## src/two_wire_pkg.sv

```systemverilog
// Shared constants and carriers for the two-wire slave transmitter.
// Assumes a 250 MHz system clock and an AXI4-Lite register bus.
package two_wire_pkg;

  // Register byte offsets on the AXI4-Lite bus
  localparam logic [3:0] OFS_OWN  = 4'h0;
  localparam logic [3:0] OFS_CTRL = 4'h4;
  localparam logic [3:0] OFS_STAT = 4'h8;
  localparam logic [3:0] OFS_DATA = 4'hc;

  localparam logic [7:0] OWN_RST  = 8'h00;
  localparam logic [7:0] CTRL_RST = 8'h00;
  localparam logic [7:0] DATA_RST = 8'h00;
  localparam logic [7:0] ZERO8    = 8'h00;

  localparam logic [1:0] RESP_OKAY   = 2'h0;
  localparam logic [1:0] RESP_SLVERR = 2'h2;

  // Status codes, prescaler bits always zero
  localparam logic [7:0] ST_SLA_R     = 8'ha8;
  localparam logic [7:0] ST_ARB_SLA_R = 8'hb0;
  localparam logic [7:0] ST_DATA_ACK  = 8'hb8;
  localparam logic [7:0] ST_DATA_NACK = 8'hc0;
  localparam logic [7:0] ST_LAST_ACK  = 8'hc8;
  localparam logic [7:0] ST_NO_INFO   = 8'hf8;
  localparam logic [7:0] ST_BUS_ERR   = 8'h00;
  localparam logic [7:0] ST_START     = 8'h08;

  localparam logic [6:0] BROADCAST_ADDR = 7'h00;

  localparam logic [3:0] CNT_ZERO  = 4'h0;
  localparam logic [3:0] CNT_ONE   = 4'h1;
  localparam logic [3:0] LAST_BIT  = 4'h7;
  localparam logic [3:0] BYTE_BITS = 4'h8;

  // Hold time of a generated START condition
  localparam int CLK_NS         = 4;
  localparam int START_HOLD_NS  = 4000;
  localparam int START_HOLD_CYC = (START_HOLD_NS + CLK_NS - 1) / CLK_NS;
  localparam logic [10:0] HOLD_ZERO = 11'h000;
  localparam logic [10:0] HOLD_ONE  = 11'h001;
  localparam logic [10:0] HOLD_LAST = 11'(START_HOLD_CYC - 1);

  typedef enum logic [3:0] {
    S_IDLE      = 4'h0,
    S_ADDR      = 4'h1,
    S_ADDR_ACK  = 4'h2,
    S_TX_WAIT   = 4'h3,
    S_TX        = 4'h4,
    S_TX_ACK    = 4'h5,
    S_DONE_WAIT = 4'h6,
    S_IGNORE    = 4'h7,
    S_RX        = 4'h8,
    S_ERR_WAIT  = 4'h9,
    S_BEGIN     = 4'ha,
    S_BEGIN_HLD = 4'hb
  } link_e;

  typedef struct packed {
    logic service_flag;
    logic acknowledge_enable;
    logic begin_condition_request;
    logic halt_condition_request;
    logic write_collision_flag;
    logic interface_enable;
    logic reserved;
    logic interrupt_enable;
  } ctrl_s;

  typedef struct packed {
    logic scl;
    logic sda;
    logic scl_rise;
    logic scl_fall;
    logic start;
    logic stop;
  } bus_evt_s;

endpackage : two_wire_pkg

```

## src/line_sampler.sv

```systemverilog
// Two-stage synchroniser and condition detector for the bus lines.
// Assumes idle-high open-drain lines sampled on aclk.
module line_sampler (
  input  wire logic               aclk,
  input  wire logic               aresetn,
  input  wire logic               ce,
  input  wire logic               scl_i,
  input  wire logic               sda_i,
  output two_wire_pkg::bus_evt_s  evt
);

  logic [1:0] meta_d, meta_q;
  logic [1:0] sync_d, sync_q;
  logic [1:0] prev_d, prev_q;

  always_comb begin
    meta_d = ce ? {scl_i, sda_i} : meta_q;
    sync_d = ce ? meta_q : sync_q;
    prev_d = ce ? sync_q : prev_q;
  end

  always_ff @(posedge aclk) begin
    if (!aresetn) begin
      meta_q <= 2'h3;
      sync_q <= 2'h3;
      prev_q <= 2'h3;
    end else begin
      meta_q <= meta_d;
      sync_q <= sync_d;
      prev_q <= prev_d;
    end
  end

  // Only the second stage and its delayed copy feed any logic
  always_comb begin
    evt.scl      = sync_q[1];
    evt.sda      = sync_q[0];
    evt.scl_rise = sync_q[1] & ~prev_q[1];
    evt.scl_fall = ~sync_q[1] & prev_q[1];
    evt.start    = sync_q[1] & prev_q[1] & prev_q[0] & ~sync_q[0];
    evt.stop     = sync_q[1] & prev_q[1] & ~prev_q[0] & sync_q[0];
  end

endmodule : line_sampler

```

## src/two_wire_slave_transmitter.sv

```systemverilog
// Slave-transmitter part of a two-wire serial unit with AXI4-Lite regs.
// Assumes pins are open drain with external pull-ups, tested by the bench.
// Behaviour
// - Answer own seven-bit address; broadcast when enabled
// - Read bit selects transmit, else receive mode
// - Own address read acknowledged gives flag, 0xA8
// - After lost arbitration, read address gives 0xB0
// - Data byte acknowledged, more expected, gives 0xB8
// - Loaded byte sent after flag clear; last if
// - Data byte not acknowledged gives flag, 0xC0
// - Last byte acknowledged anyway gives flag, 0xC8
// - Clearing in 0xC0/0xC8 returns to not addressed
// - Begin request then issues START when bus free
// - Acknowledge cleared midway makes next byte last
// - After last byte ignore master, data released
// - Acknowledge off ignores address, keeps monitoring bus
// - Deep sleep recognition wakes on any own address hit; clock held low only for a read address
// - Data register not refreshed from bus
// - Flag clear means status reads 0xF8
// - Illegal START/STOP gives 0x00; halt recovers silently
//
// Chosen here: register access over AXI4-Lite and the register addresses.
module two_wire_slave_transmitter (
  input  wire logic        aclk,
  input  wire logic        aresetn,
  input  wire logic        ce,
  input  wire logic [3:0]  awaddr,
  input  wire logic        awvalid,
  output logic             awready,
  input  wire logic [31:0] wdata,
  input  wire logic [3:0]  wstrb,
  input  wire logic        wvalid,
  output logic             wready,
  output logic [1:0]       bresp,
  output logic             bvalid,
  input  wire logic        bready,
  input  wire logic [3:0]  araddr,
  input  wire logic        arvalid,
  output logic             arready,
  output logic [31:0]      rdata,
  output logic [1:0]       rresp,
  output logic             rvalid,
  input  wire logic        rready,
  input  wire logic        scl_i,
  output logic             scl_o,
  output logic             scl_oe,
  input  wire logic        sda_i,
  output logic             sda_o,
  output logic             sda_oe,
  input  wire logic        deep_sleep,
  input  wire logic        arb_lost,
  output logic             wake,
  output logic             tx_mode,
  output logic             rx_mode
);

  two_wire_pkg::bus_evt_s evt;

  line_sampler u_lines (
    .aclk    (aclk),
    .aresetn (aresetn),
    .ce      (ce),
    .scl_i   (scl_i),
    .sda_i   (sda_i),
    .evt     (evt)
  );

  // AXI4-Lite slave
  logic        awready_d, awready_q, bvalid_d, bvalid_q;
  logic        arready_d, arready_q, rvalid_d, rvalid_q;
  logic [1:0]  bresp_d, bresp_q, rresp_d, rresp_q;
  logic [31:0] rdata_d, rdata_q;
  logic        wr_take, rd_take, sw_wr;

  logic [7:0]          own_d, own_q, stat_d, stat_q, data_d, data_q;
  two_wire_pkg::ctrl_s ctrl_d, ctrl_q, wr_c;

  function automatic logic mapped(input logic [3:0] a);
    mapped = (a == two_wire_pkg::OFS_OWN) || (a == two_wire_pkg::OFS_CTRL)
          || (a == two_wire_pkg::OFS_STAT) || (a == two_wire_pkg::OFS_DATA);
  endfunction : mapped

  always_comb begin
    wr_take   = awready_q & awvalid & wvalid;
    rd_take   = arready_q & arvalid;
    sw_wr     = wr_take & wstrb[0];
    awready_d = awvalid & wvalid & ~awready_q & ~bvalid_q;
    bvalid_d  = bvalid_q;
    bresp_d   = bresp_q;
    if (wr_take) begin
      bvalid_d = 1'b1;
      bresp_d  = mapped(awaddr) ? two_wire_pkg::RESP_OKAY
                                : two_wire_pkg::RESP_SLVERR;
    end else if (bvalid_q && bready) begin
      bvalid_d = 1'b0;
    end
    arready_d = arvalid & ~arready_q & ~rvalid_q;
    rvalid_d  = rvalid_q;
    rresp_d   = rresp_q;
    rdata_d   = rdata_q;
    if (rd_take) begin
      rvalid_d = 1'b1;
      rresp_d  = mapped(araddr) ? two_wire_pkg::RESP_OKAY
                                : two_wire_pkg::RESP_SLVERR;
      case (araddr)
        two_wire_pkg::OFS_OWN:  rdata_d = {24'h000000, own_q};
        two_wire_pkg::OFS_CTRL: rdata_d = {24'h000000, ctrl_q};
        // Prescaler bits are zero in every code
        two_wire_pkg::OFS_STAT: rdata_d = {24'h000000,
          ctrl_q.service_flag ? stat_q : two_wire_pkg::ST_NO_INFO};
        two_wire_pkg::OFS_DATA: rdata_d = {24'h000000, data_q};
        default:                rdata_d = 32'h00000000;
      endcase
    end else if (rvalid_q && rready) begin
      rvalid_d = 1'b0;
    end
  end

  always_ff @(posedge aclk) begin
    if (!aresetn) begin
      awready_q <= 1'b0;
      bvalid_q  <= 1'b0;
      bresp_q   <= two_wire_pkg::RESP_OKAY;
      arready_q <= 1'b0;
      rvalid_q  <= 1'b0;
      rresp_q   <= two_wire_pkg::RESP_OKAY;
      rdata_q   <= 32'h00000000;
    end else if (ce) begin
      awready_q <= awready_d;
      bvalid_q  <= bvalid_d;
      bresp_q   <= bresp_d;
      arready_q <= arready_d;
      rvalid_q  <= rvalid_d;
      rresp_q   <= rresp_d;
      rdata_q   <= rdata_d;
    end
  end

  // Link engine and registers
  two_wire_pkg::link_e state_d, state_q;
  logic [3:0]  cnt_d, cnt_q;
  logic [7:0]  sh_d, sh_q;
  logic [10:0] hold_d, hold_q;
  logic last_d, last_q, ack_d, ack_q, pend_d, pend_q, busy_d, busy_q;
  logic sda_oe_d, sda_oe_q, scl_oe_d, scl_oe_q, wake_d, wake_q;
  logic tx_d, tx_q, rx_d, rx_q;
  logic clr, hw_set, err_cond, hit;

  always_comb begin
    wr_c     = two_wire_pkg::ctrl_s'(wdata[7:0]);
    clr      = sw_wr && (awaddr == two_wire_pkg::OFS_CTRL) && wr_c.service_flag;
    own_d    = own_q;
    ctrl_d   = ctrl_q;
    data_d   = data_q;
    stat_d   = stat_q;
    hw_set   = 1'b0;
    state_d  = state_q;
    cnt_d    = cnt_q;
    sh_d     = sh_q;
    hold_d   = hold_q;
    last_d   = last_q;
    ack_d    = ack_q;
    pend_d   = pend_q;
    sda_oe_d = sda_oe_q;
    wake_d   = wake_q && !clr;
    busy_d   = (busy_q || evt.start) && !evt.stop;
    if (sw_wr) begin
      case (awaddr)
        two_wire_pkg::OFS_OWN: own_d = wdata[7:0];
        two_wire_pkg::OFS_CTRL: begin
          ctrl_d = wr_c;
          ctrl_d.service_flag         = ctrl_q.service_flag;
          ctrl_d.write_collision_flag = ctrl_q.write_collision_flag;
          ctrl_d.reserved             = 1'b0;
        end
        // Only software fills the data register
        two_wire_pkg::OFS_DATA: begin
          ctrl_d.write_collision_flag = !ctrl_q.service_flag;
          if (ctrl_q.service_flag) begin
            data_d = wdata[7:0];
          end
        end
        default: ;
      endcase
    end
    err_cond = (evt.start || evt.stop) &&
               ((state_q == two_wire_pkg::S_TX) ||
                (state_q == two_wire_pkg::S_TX_ACK) ||
                (state_q == two_wire_pkg::S_ADDR_ACK) ||
                ((state_q == two_wire_pkg::S_ADDR) &&
                 (cnt_q != two_wire_pkg::CNT_ZERO)));
    hit = ctrl_q.interface_enable && ctrl_q.acknowledge_enable &&
          ((sh_q[7:1] == own_q[7:1]) ||
           ((sh_q[7:1] == two_wire_pkg::BROADCAST_ADDR) && own_q[0] &&
            !sh_q[0]));
    if (!ctrl_q.interface_enable) begin
      state_d  = two_wire_pkg::S_IDLE;
      sda_oe_d = 1'b0;
    end else if (err_cond) begin
      // Both lines let go at once
      state_d  = two_wire_pkg::S_ERR_WAIT;
      sda_oe_d = 1'b0;
      hw_set   = 1'b1;
      stat_d   = two_wire_pkg::ST_BUS_ERR;
    end else begin
      case (state_q)
        two_wire_pkg::S_IDLE, two_wire_pkg::S_IGNORE, two_wire_pkg::S_RX: begin
          // Bus watched even while not answering
          if (evt.start) begin
            state_d = two_wire_pkg::S_ADDR;
            cnt_d   = two_wire_pkg::CNT_ZERO;
          end else if (evt.stop) begin
            state_d = two_wire_pkg::S_IDLE;
          end else if (state_q == two_wire_pkg::S_IDLE && pend_q && !busy_q) begin
            state_d  = two_wire_pkg::S_BEGIN;
            hold_d   = two_wire_pkg::HOLD_ZERO;
            sda_oe_d = 1'b1;
          end
        end
        two_wire_pkg::S_ADDR: begin
          if (evt.start) begin
            cnt_d = two_wire_pkg::CNT_ZERO;
          end else if (evt.stop) begin
            state_d = two_wire_pkg::S_IDLE;
          end else if (evt.scl_rise && cnt_q != two_wire_pkg::BYTE_BITS) begin
            sh_d  = {sh_q[6:0], evt.sda};
            cnt_d = cnt_q + two_wire_pkg::CNT_ONE;
          end else if (evt.scl_fall && cnt_q == two_wire_pkg::BYTE_BITS) begin
            if (hit) begin
              state_d  = two_wire_pkg::S_ADDR_ACK;
              sda_oe_d = 1'b1;
              wake_d   = wake_d || deep_sleep;
            end else begin
              state_d = two_wire_pkg::S_IGNORE;
            end
          end
        end
        two_wire_pkg::S_ADDR_ACK: begin
          if (evt.scl_fall) begin
            sda_oe_d = 1'b0;
            hw_set   = sh_q[0];
            if (sh_q[0]) begin
              state_d = two_wire_pkg::S_TX_WAIT;
              stat_d  = arb_lost ? two_wire_pkg::ST_ARB_SLA_R
                                 : two_wire_pkg::ST_SLA_R;
            end else begin
              state_d = two_wire_pkg::S_RX;
            end
          end
        end
        two_wire_pkg::S_TX_WAIT: begin
          if (clr) begin
            state_d  = two_wire_pkg::S_TX;
            sh_d     = data_q;
            sda_oe_d = !data_q[7];
            cnt_d    = two_wire_pkg::CNT_ZERO;
            last_d   = !ctrl_d.acknowledge_enable;
          end
        end
        two_wire_pkg::S_TX: begin
          if (evt.scl_fall) begin
            if (cnt_q == two_wire_pkg::LAST_BIT) begin
              state_d  = two_wire_pkg::S_TX_ACK;
              sda_oe_d = 1'b0;
            end else begin
              cnt_d    = cnt_q + two_wire_pkg::CNT_ONE;
              sh_d     = {sh_q[6:0], 1'b0};
              sda_oe_d = !sh_q[6];
            end
          end
        end
        two_wire_pkg::S_TX_ACK: begin
          if (evt.scl_rise) begin
            ack_d = !evt.sda;
          end else if (evt.scl_fall) begin
            hw_set = 1'b1;
            if (!ack_q) begin
              state_d = two_wire_pkg::S_DONE_WAIT;
              stat_d  = two_wire_pkg::ST_DATA_NACK;
            end else if (last_q) begin
              state_d = two_wire_pkg::S_DONE_WAIT;
              stat_d  = two_wire_pkg::ST_LAST_ACK;
            end else begin
              state_d = two_wire_pkg::S_TX_WAIT;
              stat_d  = two_wire_pkg::ST_DATA_ACK;
            end
          end
        end
        two_wire_pkg::S_DONE_WAIT: begin
          if (clr) begin
            state_d = two_wire_pkg::S_IGNORE;
            pend_d  = ctrl_d.begin_condition_request;
          end
        end
        two_wire_pkg::S_ERR_WAIT: begin
          if (clr && wr_c.halt_condition_request) begin
            state_d = two_wire_pkg::S_IDLE;
            ctrl_d.halt_condition_request = 1'b0;
          end
        end
        two_wire_pkg::S_BEGIN: begin
          hold_d = hold_q + two_wire_pkg::HOLD_ONE;
          if (hold_q == two_wire_pkg::HOLD_LAST) begin
            state_d = two_wire_pkg::S_BEGIN_HLD;
            pend_d  = 1'b0;
            hw_set  = 1'b1;
            stat_d  = two_wire_pkg::ST_START;
          end
        end
        two_wire_pkg::S_BEGIN_HLD: begin
          if (clr) begin
            state_d  = two_wire_pkg::S_IDLE;
            sda_oe_d = 1'b0;
          end
        end
        default: state_d = two_wire_pkg::S_IDLE;
      endcase
    end
    // A hardware set in the clearing cycle wins
    ctrl_d.service_flag = hw_set || (ctrl_q.service_flag && !clr);
    // Clock held low while software owes an answer, except after a bus error
    scl_oe_d = (state_d == two_wire_pkg::S_TX_WAIT) ||
               (state_d == two_wire_pkg::S_DONE_WAIT) ||
               (state_d == two_wire_pkg::S_BEGIN_HLD);
    tx_d = (state_d == two_wire_pkg::S_TX_WAIT) || (state_d == two_wire_pkg::S_TX)
        || (state_d == two_wire_pkg::S_TX_ACK)
        || (state_d == two_wire_pkg::S_DONE_WAIT);
    rx_d = (state_d == two_wire_pkg::S_RX);
  end

  always_ff @(posedge aclk) begin
    if (!aresetn) begin
      own_q    <= two_wire_pkg::OWN_RST;
      ctrl_q   <= two_wire_pkg::ctrl_s'(two_wire_pkg::CTRL_RST);
      data_q   <= two_wire_pkg::DATA_RST;
      stat_q   <= two_wire_pkg::ST_NO_INFO;
      state_q  <= two_wire_pkg::S_IDLE;
      cnt_q    <= two_wire_pkg::CNT_ZERO;
      sh_q     <= two_wire_pkg::ZERO8;
      hold_q   <= two_wire_pkg::HOLD_ZERO;
      {last_q, ack_q, pend_q, busy_q} <= 4'h0;
      {sda_oe_q, scl_oe_q, wake_q, tx_q, rx_q} <= 5'h00;
    end else if (ce) begin
      own_q    <= own_d;
      ctrl_q   <= ctrl_d;
      data_q   <= data_d;
      stat_q   <= stat_d;
      state_q  <= state_d;
      cnt_q    <= cnt_d;
      sh_q     <= sh_d;
      hold_q   <= hold_d;
      {last_q, ack_q, pend_q, busy_q} <= {last_d, ack_d, pend_d, busy_d};
      {sda_oe_q, scl_oe_q, wake_q, tx_q, rx_q} <=
        {sda_oe_d, scl_oe_d, wake_d, tx_d, rx_d};
    end
  end

  // Lines only ever pulled low; level comes from a constant flop
  logic lo_q;
  always_ff @(posedge aclk) begin
    lo_q <= 1'b0;
  end

  always_comb begin
    awready = awready_q;
    wready  = awready_q;
    bvalid  = bvalid_q;
    bresp   = bresp_q;
    arready = arready_q;
    rvalid  = rvalid_q;
    rresp   = rresp_q;
    rdata   = rdata_q;
    scl_o   = lo_q;
    sda_o   = lo_q;
    scl_oe  = scl_oe_q;
    sda_oe  = sda_oe_q;
    wake    = wake_q;
    tx_mode = tx_q;
    rx_mode = rx_q;
  end
endmodule : two_wire_slave_transmitter

```

## config.mk

```make
export PLATFORM = sky130hd
export DESIGN_NAME = two_wire_slave_transmitter
export DESIGN_NICKNAME = d
export VERILOG_FILES = /design/src/two_wire_pkg.sv /design/src/line_sampler.sv /design/src/two_wire_slave_transmitter.sv
export SDC_FILE = /design/constraint.sdc
export NUM_CORES = 1
export LEC_CHECK = 0
export BUFFER_PORTS_ARGS = -buffer_cell sky130_fd_sc_hd__buf_2
export CAP_MARGIN = 40
export CORE_UTILIZATION = 40
export DETAILED_ROUTE_END_ITERATION = 16
export PLACE_DENSITY_LB_ADDON = 0.05
export SKIP_CTS_REPAIR_TIMING = 1
export SLEW_MARGIN = 10
export SYNTH_ARGS = -nofsm -noshare
export SYNTH_HDL_FRONTEND = slang
export SYNTH_SLANG_ARGS = --single-unit
```

## constraint.sdc

```tcl
create_clock -name aclk -period 2.62 [get_ports aclk]
set_clock_uncertainty 0.15 [all_clocks]
set_input_delay 0.524 -clock aclk [delete_from_list [all_inputs] [get_ports aclk]]
set_output_delay 0.524 -clock aclk [all_outputs]
set_load 0.01 [all_outputs]
```

# --- After elaboration in Yosys (flattened, before gate mapping) ---
# Index checks and enable logic that the tools add are counted.
op_classes:
  n_addsub: 2
  eq_ne: 60
  n_mux: 103
  bitwise: 25
  reduce_logical: 75
ops:
  columns: ["op", "n"]
  rows:
  - ["2-to-1 mux 4 bit", 27]
  - ["2-to-1 mux 8 bit", 13]
  - ["inequality test 4 bit (second input constant)", 12]
  - ["one-hot mux 8 bit (3 select lines)", 2]
  - ["equality test 4 bit (second input constant)", 11]
  - ["equality test 4 x 3 -> 1 bit (second input constant)", 10]
  - ["2-to-1 mux 1 bit", 40]
  - ["one-hot mux 4 bit (10 select lines)", 1]
  - ["2-to-1 mux 11 bit", 3]
  - ["one-hot mux 8 bit (4 select lines)", 1]
  - ["inequality test 2 bit (second input constant)", 11]
  - ["one-hot mux 11 bit (2 select lines)", 1]
  - ["2-to-1 mux 7 bit", 3]
  - ["AND reduction 10 bit", 2]
  - ["logical OR 1 bit", 19]
  - ["logical AND 1 bit", 18]
  - ["inequality test 3 bit (second input constant)", 6]
  - ["bitwise AND 1 bit", 16]
  - ["one-hot mux 4 bit (4 select lines)", 1]
  - ["2-to-1 mux 3 bit", 5]
  - ["AND reduction 14 bit", 1]
  - ["equality test 4 x 2 -> 1 bit (second input constant)", 3]
  - ["logical NOT 4 bit", 3]
  - ["nonzero test 4 bit", 3]
  - ["27 further kinds", 53]
totals:
  reg_bits: 113
  out_inout_bits: 48

# --- Logic depth before layout (Yosys ltp) ---
logic_depth:
  depth_word: 17
  depth_mapped: 10
  mapped_depth_nobuf: 9

# --- Hierarchy ---
# From an unflattened synthesis, not the netlist that was laid out.
unflattened:
  hier_cells: 567
  area_unflattened_um2: 4729.5
by_module_without_submodules:
  columns: ["module", "instances", "cells_each", "area_per_inst_um2", "seq_area_each_um2"]
  rows:
  - ["two_wire_slave_transmitter", 1, 543, 4470.5, 1561.5]
  - ["line_sampler", 1, 24, 259.0, 120.1]

# --- Worst setup path after synthesis ---
# No wires, ideal clock.
synth_timing:
  path_kind: "reg2reg"
  startpoint: "register cnt_q[0]"
  endpoint: "register cnt_q[0]"
  setup_ns: 0.132
  t_arrival_ns: 2.136
  required_ns: 2.338
  path_slack_ns: 0.201
  stages_incl_launch_ff: 10
  period_less_slack_ns: 2.419
  cell_sequence: "dfxtp_1 inv_1 ha_1 or3b_1 a211oi_2 o311a_1 buf_2 o2111ai_2 o31ai_1 nor2_1"
synth_between:
  elab_chain_len: 6
  word_cells_on_any_way: 18
  classes_between: "add/sub (1); eq/ne (4); mux (6); bitwise (1); reduce/logical (6)"
synth_lines:
  columns: ["element", "line_no", "rtl"]
  rows:
  - ["from (decl)", "two_wire_slave_transmitter.sv:141", "logic [3:0] cnt_d, cnt_q;"]
  - ["from (signal assigned)", "two_wire_slave_transmitter.sv:338", "cnt_q <= two_wire_pkg::CNT_ZERO;"]
  - ["from (signal assigned)", "two_wire_slave_transmitter.sv:349", "cnt_q <= cnt_d;"]
  - ["parallel branches: the longest is 6 deep, another holds adder 4 x 1 -> 4 bit", null, null]
# Several ways; the timed one is not identified. The select of a mux whose other input is x is not followed.
# A chain may end at the register's enable or synchronous reset.

# --- Worst setup path after layout ---
layout_timing:
  startpoint: "register cnt_q[0]"
  endpoint: "register hold_q[8]"
layout_between:
  elab_chain_len: 6
layout_lines:
  columns: ["element", "line_no", "rtl"]
  rows:
  - ["nonzero test 4 bit", "two_wire_slave_transmitter.sv:191", "(cnt_q != two_wire_pkg::CNT_ZERO)));"]
  - ["logical AND 1 bit", "two_wire_slave_transmitter.sv:190", "((state_q == two_wire_pkg::S_ADDR) &&"]
  - ["logical OR 1 bit", "two_wire_slave_transmitter.sv:189", "(state_q == two_wire_pkg::S_ADDR_ACK) ||"]
  - ["logical AND 1 bit", "two_wire_slave_transmitter.sv:186", "err_cond = (evt.start || evt.stop) &&"]
  - ["NOT 1 bit (no source line)", null, null]
  - ["AND reduction 7 bit (no source line)", null, null]
  - ["to (signal assigned)", "two_wire_slave_transmitter.sv:340", "hold_q <= two_wire_pkg::HOLD_ZERO;"]
  - ["to (signal assigned)", "two_wire_slave_transmitter.sv:351", "hold_q <= hold_d;"]
  - ["to (decl)", "two_wire_slave_transmitter.sv:143", "logic [10:0] hold_d, hold_q;"]
# No other way between the ends.

==> key figures <==
Setup path
  • CP max FO: 4
  • CP Data Required Time: 2.74 ns
  • Flop-to-flop setup slack: 0.02 ns
  • Crit. End Element: flop
  • Reg-to-reg endpoint: hold_q[8]$_SDFFE_PN0P_
  • Worst setup path end: hold_q[8]$_SDFFE_PN0P_
  • Worst reg2reg path depth: 9
  • CP arrival: 2.72 ns
  • Critical R2R Launch: cnt_q[0]$_SDFFE_PN0P_
  • CP Launch Type: flop
  • Setup crit start: cnt_q[0]$_SDFFE_PN0P_
  • WS Path Type: reg -> reg

Drt
  • Routed WL: 13410 µm
  • Drt first pass iters: 4
  • Drt initial violations: 203
  • Remaining routing DRC violations: 0
  • Vias: 4312
  • Wirelength per Cell: 16.77 µm
  • Mean number of vias per cell: 5.390
  • Number of routed nets with antenna violations: 0

Worst hold path
  • Hold Crit Class: in -> reg
  • Worst hold path cell count: 3
  • Min-delay src: scl_i

Synthesis
  • Dominant synthesized flop cell: dfxtp_1
  • Most frequent cell after synthesis: dfxtp_1
  • Cell area after synthesis: 0.004658 mm²
  • Ys async rst share: 0%
  • Top cells by area, synth: dfxtp_1 (36%), mux2i_1 (8.0%), nor2_1 (6.3%)
  • Sequential area share after synthesis: 36.10%
  • EDFF count, synth: 0
  • Yosys top cell area share: 36.10%
  • Post-synth top cells: dfxtp_1 (84), nor2_1 (78), mux2i_1 (37)
  • Cell variety after synth: 77
  • Syn Inst Count: 545
  • Yosys warns: 0
  • Synth area leader: dfxtp_1
  • Synth Register Bits: 84
  • Syn avg cell area: 8.547 µm²

Cells and area
  • Final core occ: 51.66%
  • Nets: 713
  • Share of post-route cells with drive strength above 1: 28.61%
  • Area delta synth->final: 26.08%
  • Diodes inserted: 0
  • Fillers: 1115

Die
  • I/O pin total: 104
  • Chip Width: 109.9 µm
  • Rows: 39
  • Die Height: 109.9 µm
  • Die ar.: 0.01208 mm²
  • Placeable Area: 0.01137 mm²
  • Initial Util: 40.97%

Place
  • DP HPWL: 10270 µm
  • PortBufs: 48
  • RD Place Congestion: 0.9144

Clock network
  • H-tree lvl count: 3
  • Worst-Skew Late Latency: 0.34 ns
  • Sink Count: 84
  • CTS tree: built
  • Root Driver: clkbuf_16
  • Clock slew at reported path FFs: 0.06 ns
  • Clock buffer count from CTS: 9
  • Clk buf depth: 2

Global routing
  • GRT Total Usage: 23.40%
  • Global-route wire length before repair: 20960 µm
  • Congestion Overflow GR: 0
  • Number of global-route vias before repair: 3984
  • Antenna violations before repair: 0
  • Largest net degree at the start of global routing: 26

STA
  • Final Hold Fails: 0
  • Final-report setup violation count: 0
  • Unrepaired setup endpoints after global routing: yes
  • Fmax: 383.9 MHz
  • Minimum clock period: 2.605 ns
  • Fin crit share: 99.41%
  • Pins Over Slew Limit: 0
  • Hold WS: 0.2470 ns
  • Slew HR: 66.22%
  • Tightest Pin Transition: 0.5055 ns

Status
  • Outcome: completed

Pwr
  • Worst VDD drop: 355.2 µV
  • PD cells: 476.7 mW/mm²
  • Leak: 2.571 nW
  • Overall Power: 2.800 mW

Run
  • Max-cap viol count: 0
==> worst min path at each step <==
stage | slack (ns) | end
global route | 0.24 | u_lines.meta_q[1]$_SDFFE_PN1P_
detailed placement | 0.29 | stat_q[7]$_SDFFE_PN1P_
finish | 0.25 | u_lines.meta_q[1]$_SDFFE_PN1P_
floorplan | 0.28 | stat_q[7]$_SDFFE_PN1P_
global placement | 0.29 | ctrl_q[4]$_SDFFE_PN0P_
CTS | 0.23 | u_lines.meta_q[1]$_SDFFE_PN1P_
==> cells in the final DEF (no fill, tap or decap), types with 4 or more instances in the layout <==
| cell type | instances |
|---|---|
| a211oi_1 | 4 |
| a21oi_1 | 25 |
| a22oi_1 | 8 |
| a31oi_1 | 4 |
| and3_1 | 6 |
| buf_2 | 48 |
| buf_4 | 75 |
| clkbuf_16 | 9 |
| conb_1 | 28 |
| dfxtp_1 | 79 |
| dfxtp_2 | 5 |
| inv_1 | 10 |
| mux2_2 | 9 |
| mux2i_1 | 37 |
| mux4_2 | 5 |
| nand2_1 | 35 |
| nand2b_1 | 14 |
| nand3_1 | 19 |
| nand4_1 | 10 |
| nor2_1 | 77 |
| nor2b_1 | 6 |
| nor3_1 | 11 |
| nor3b_1 | 5 |
| o211ai_1 | 5 |
| o21ai_0 | 17 |
| or3_1 | 4 |
| xnor2_1 | 14 |
==> sequential cells by signal, indices dropped and copies added (netlist names), 2 cells and up <==
signal          cells
u_lines.meta_q      2
hold_q             11
rdata               8
own_q               8
cnt_q               4
data_q              8
state_q             4
u_lines.prev_q      2
u_lines.sync_q      2
stat_q              5
ctrl_q              7
sh_q                8
==> cell families after synthesis <==
group,count (synthesis),synth area share [%]
and+or+nand+nor,220,24.26
AOI/OAI and AO/OA,101,15.02
DFF,84,36.10
buffers and inverters,68,8.004
muxes,51,12.54
xor gates and xnor gates,17,3.197
adders and majority gates,3,0.8059
other,1,0.08050
==> where the power goes <==
group,switching [mW],internal [mW],leakage (nW),total (mW)
clock network,0.490,0.851,0.149,1.34
logic,0.105,0.0592,1.74,0.165
registers,0.00872,1.29,0.681,1.29
==> per-stage QoR <==
stage | instances | worst slack [ns] | TNS, ns | area (µm²)
3_5_place_dp | 780 | -0.03241 | -0.05101 | 5408
4_1_cts | 794 | -0.06487 | -0.2095 | 5714
6_report | 800 | 0.01546 | 0 | 5873
2_1_floorplan | 572 | 0.2015 | 0 | 4760
3_3_place_gp | 780 | 0.01892 | 0 | 5408
5_1_grt | 800 | -0.09153 | -0.3212 | 5873
==> metal layers <==
metal / global-route usage [%] / vias to the layer above / part of all wire [%]
li1: - / 2122 / -
met1: 30.06 / 2073 / 47
met2: 38.26 / 93 / 47
met3: 4.979 / 24 / 3.4
met4: 8.857 / 0 / 2.6
met5: 0 / - / 0
==> layout make-up <==
cell class	count	area (µm²)	share of cell area (%)
multi-input cells	420	2805	47.76
well taps	143	178.9	3.046
clock buffers	12	246.5	4.197
repair buffers	126	845.8	14.40
inverters	13	48.80	0.8308
flip-flops and latches	84	1688	28.74
clock inverters	2	60.06	1.023
==> worst max-delay path, stage by stage (launching register included) <==
cell	delay, ns
dfxtp_2	0.32
inv_2	0.07
ha_4	0.12
or3b_4	0.39
a211oi_4	0.29
o311a_1	0.26
nand2_2	0.10
or3_4	0.35
or3_1	0.35
a21oi_1	0.13
No activity file was read; power rests on OpenSTA's default activity.
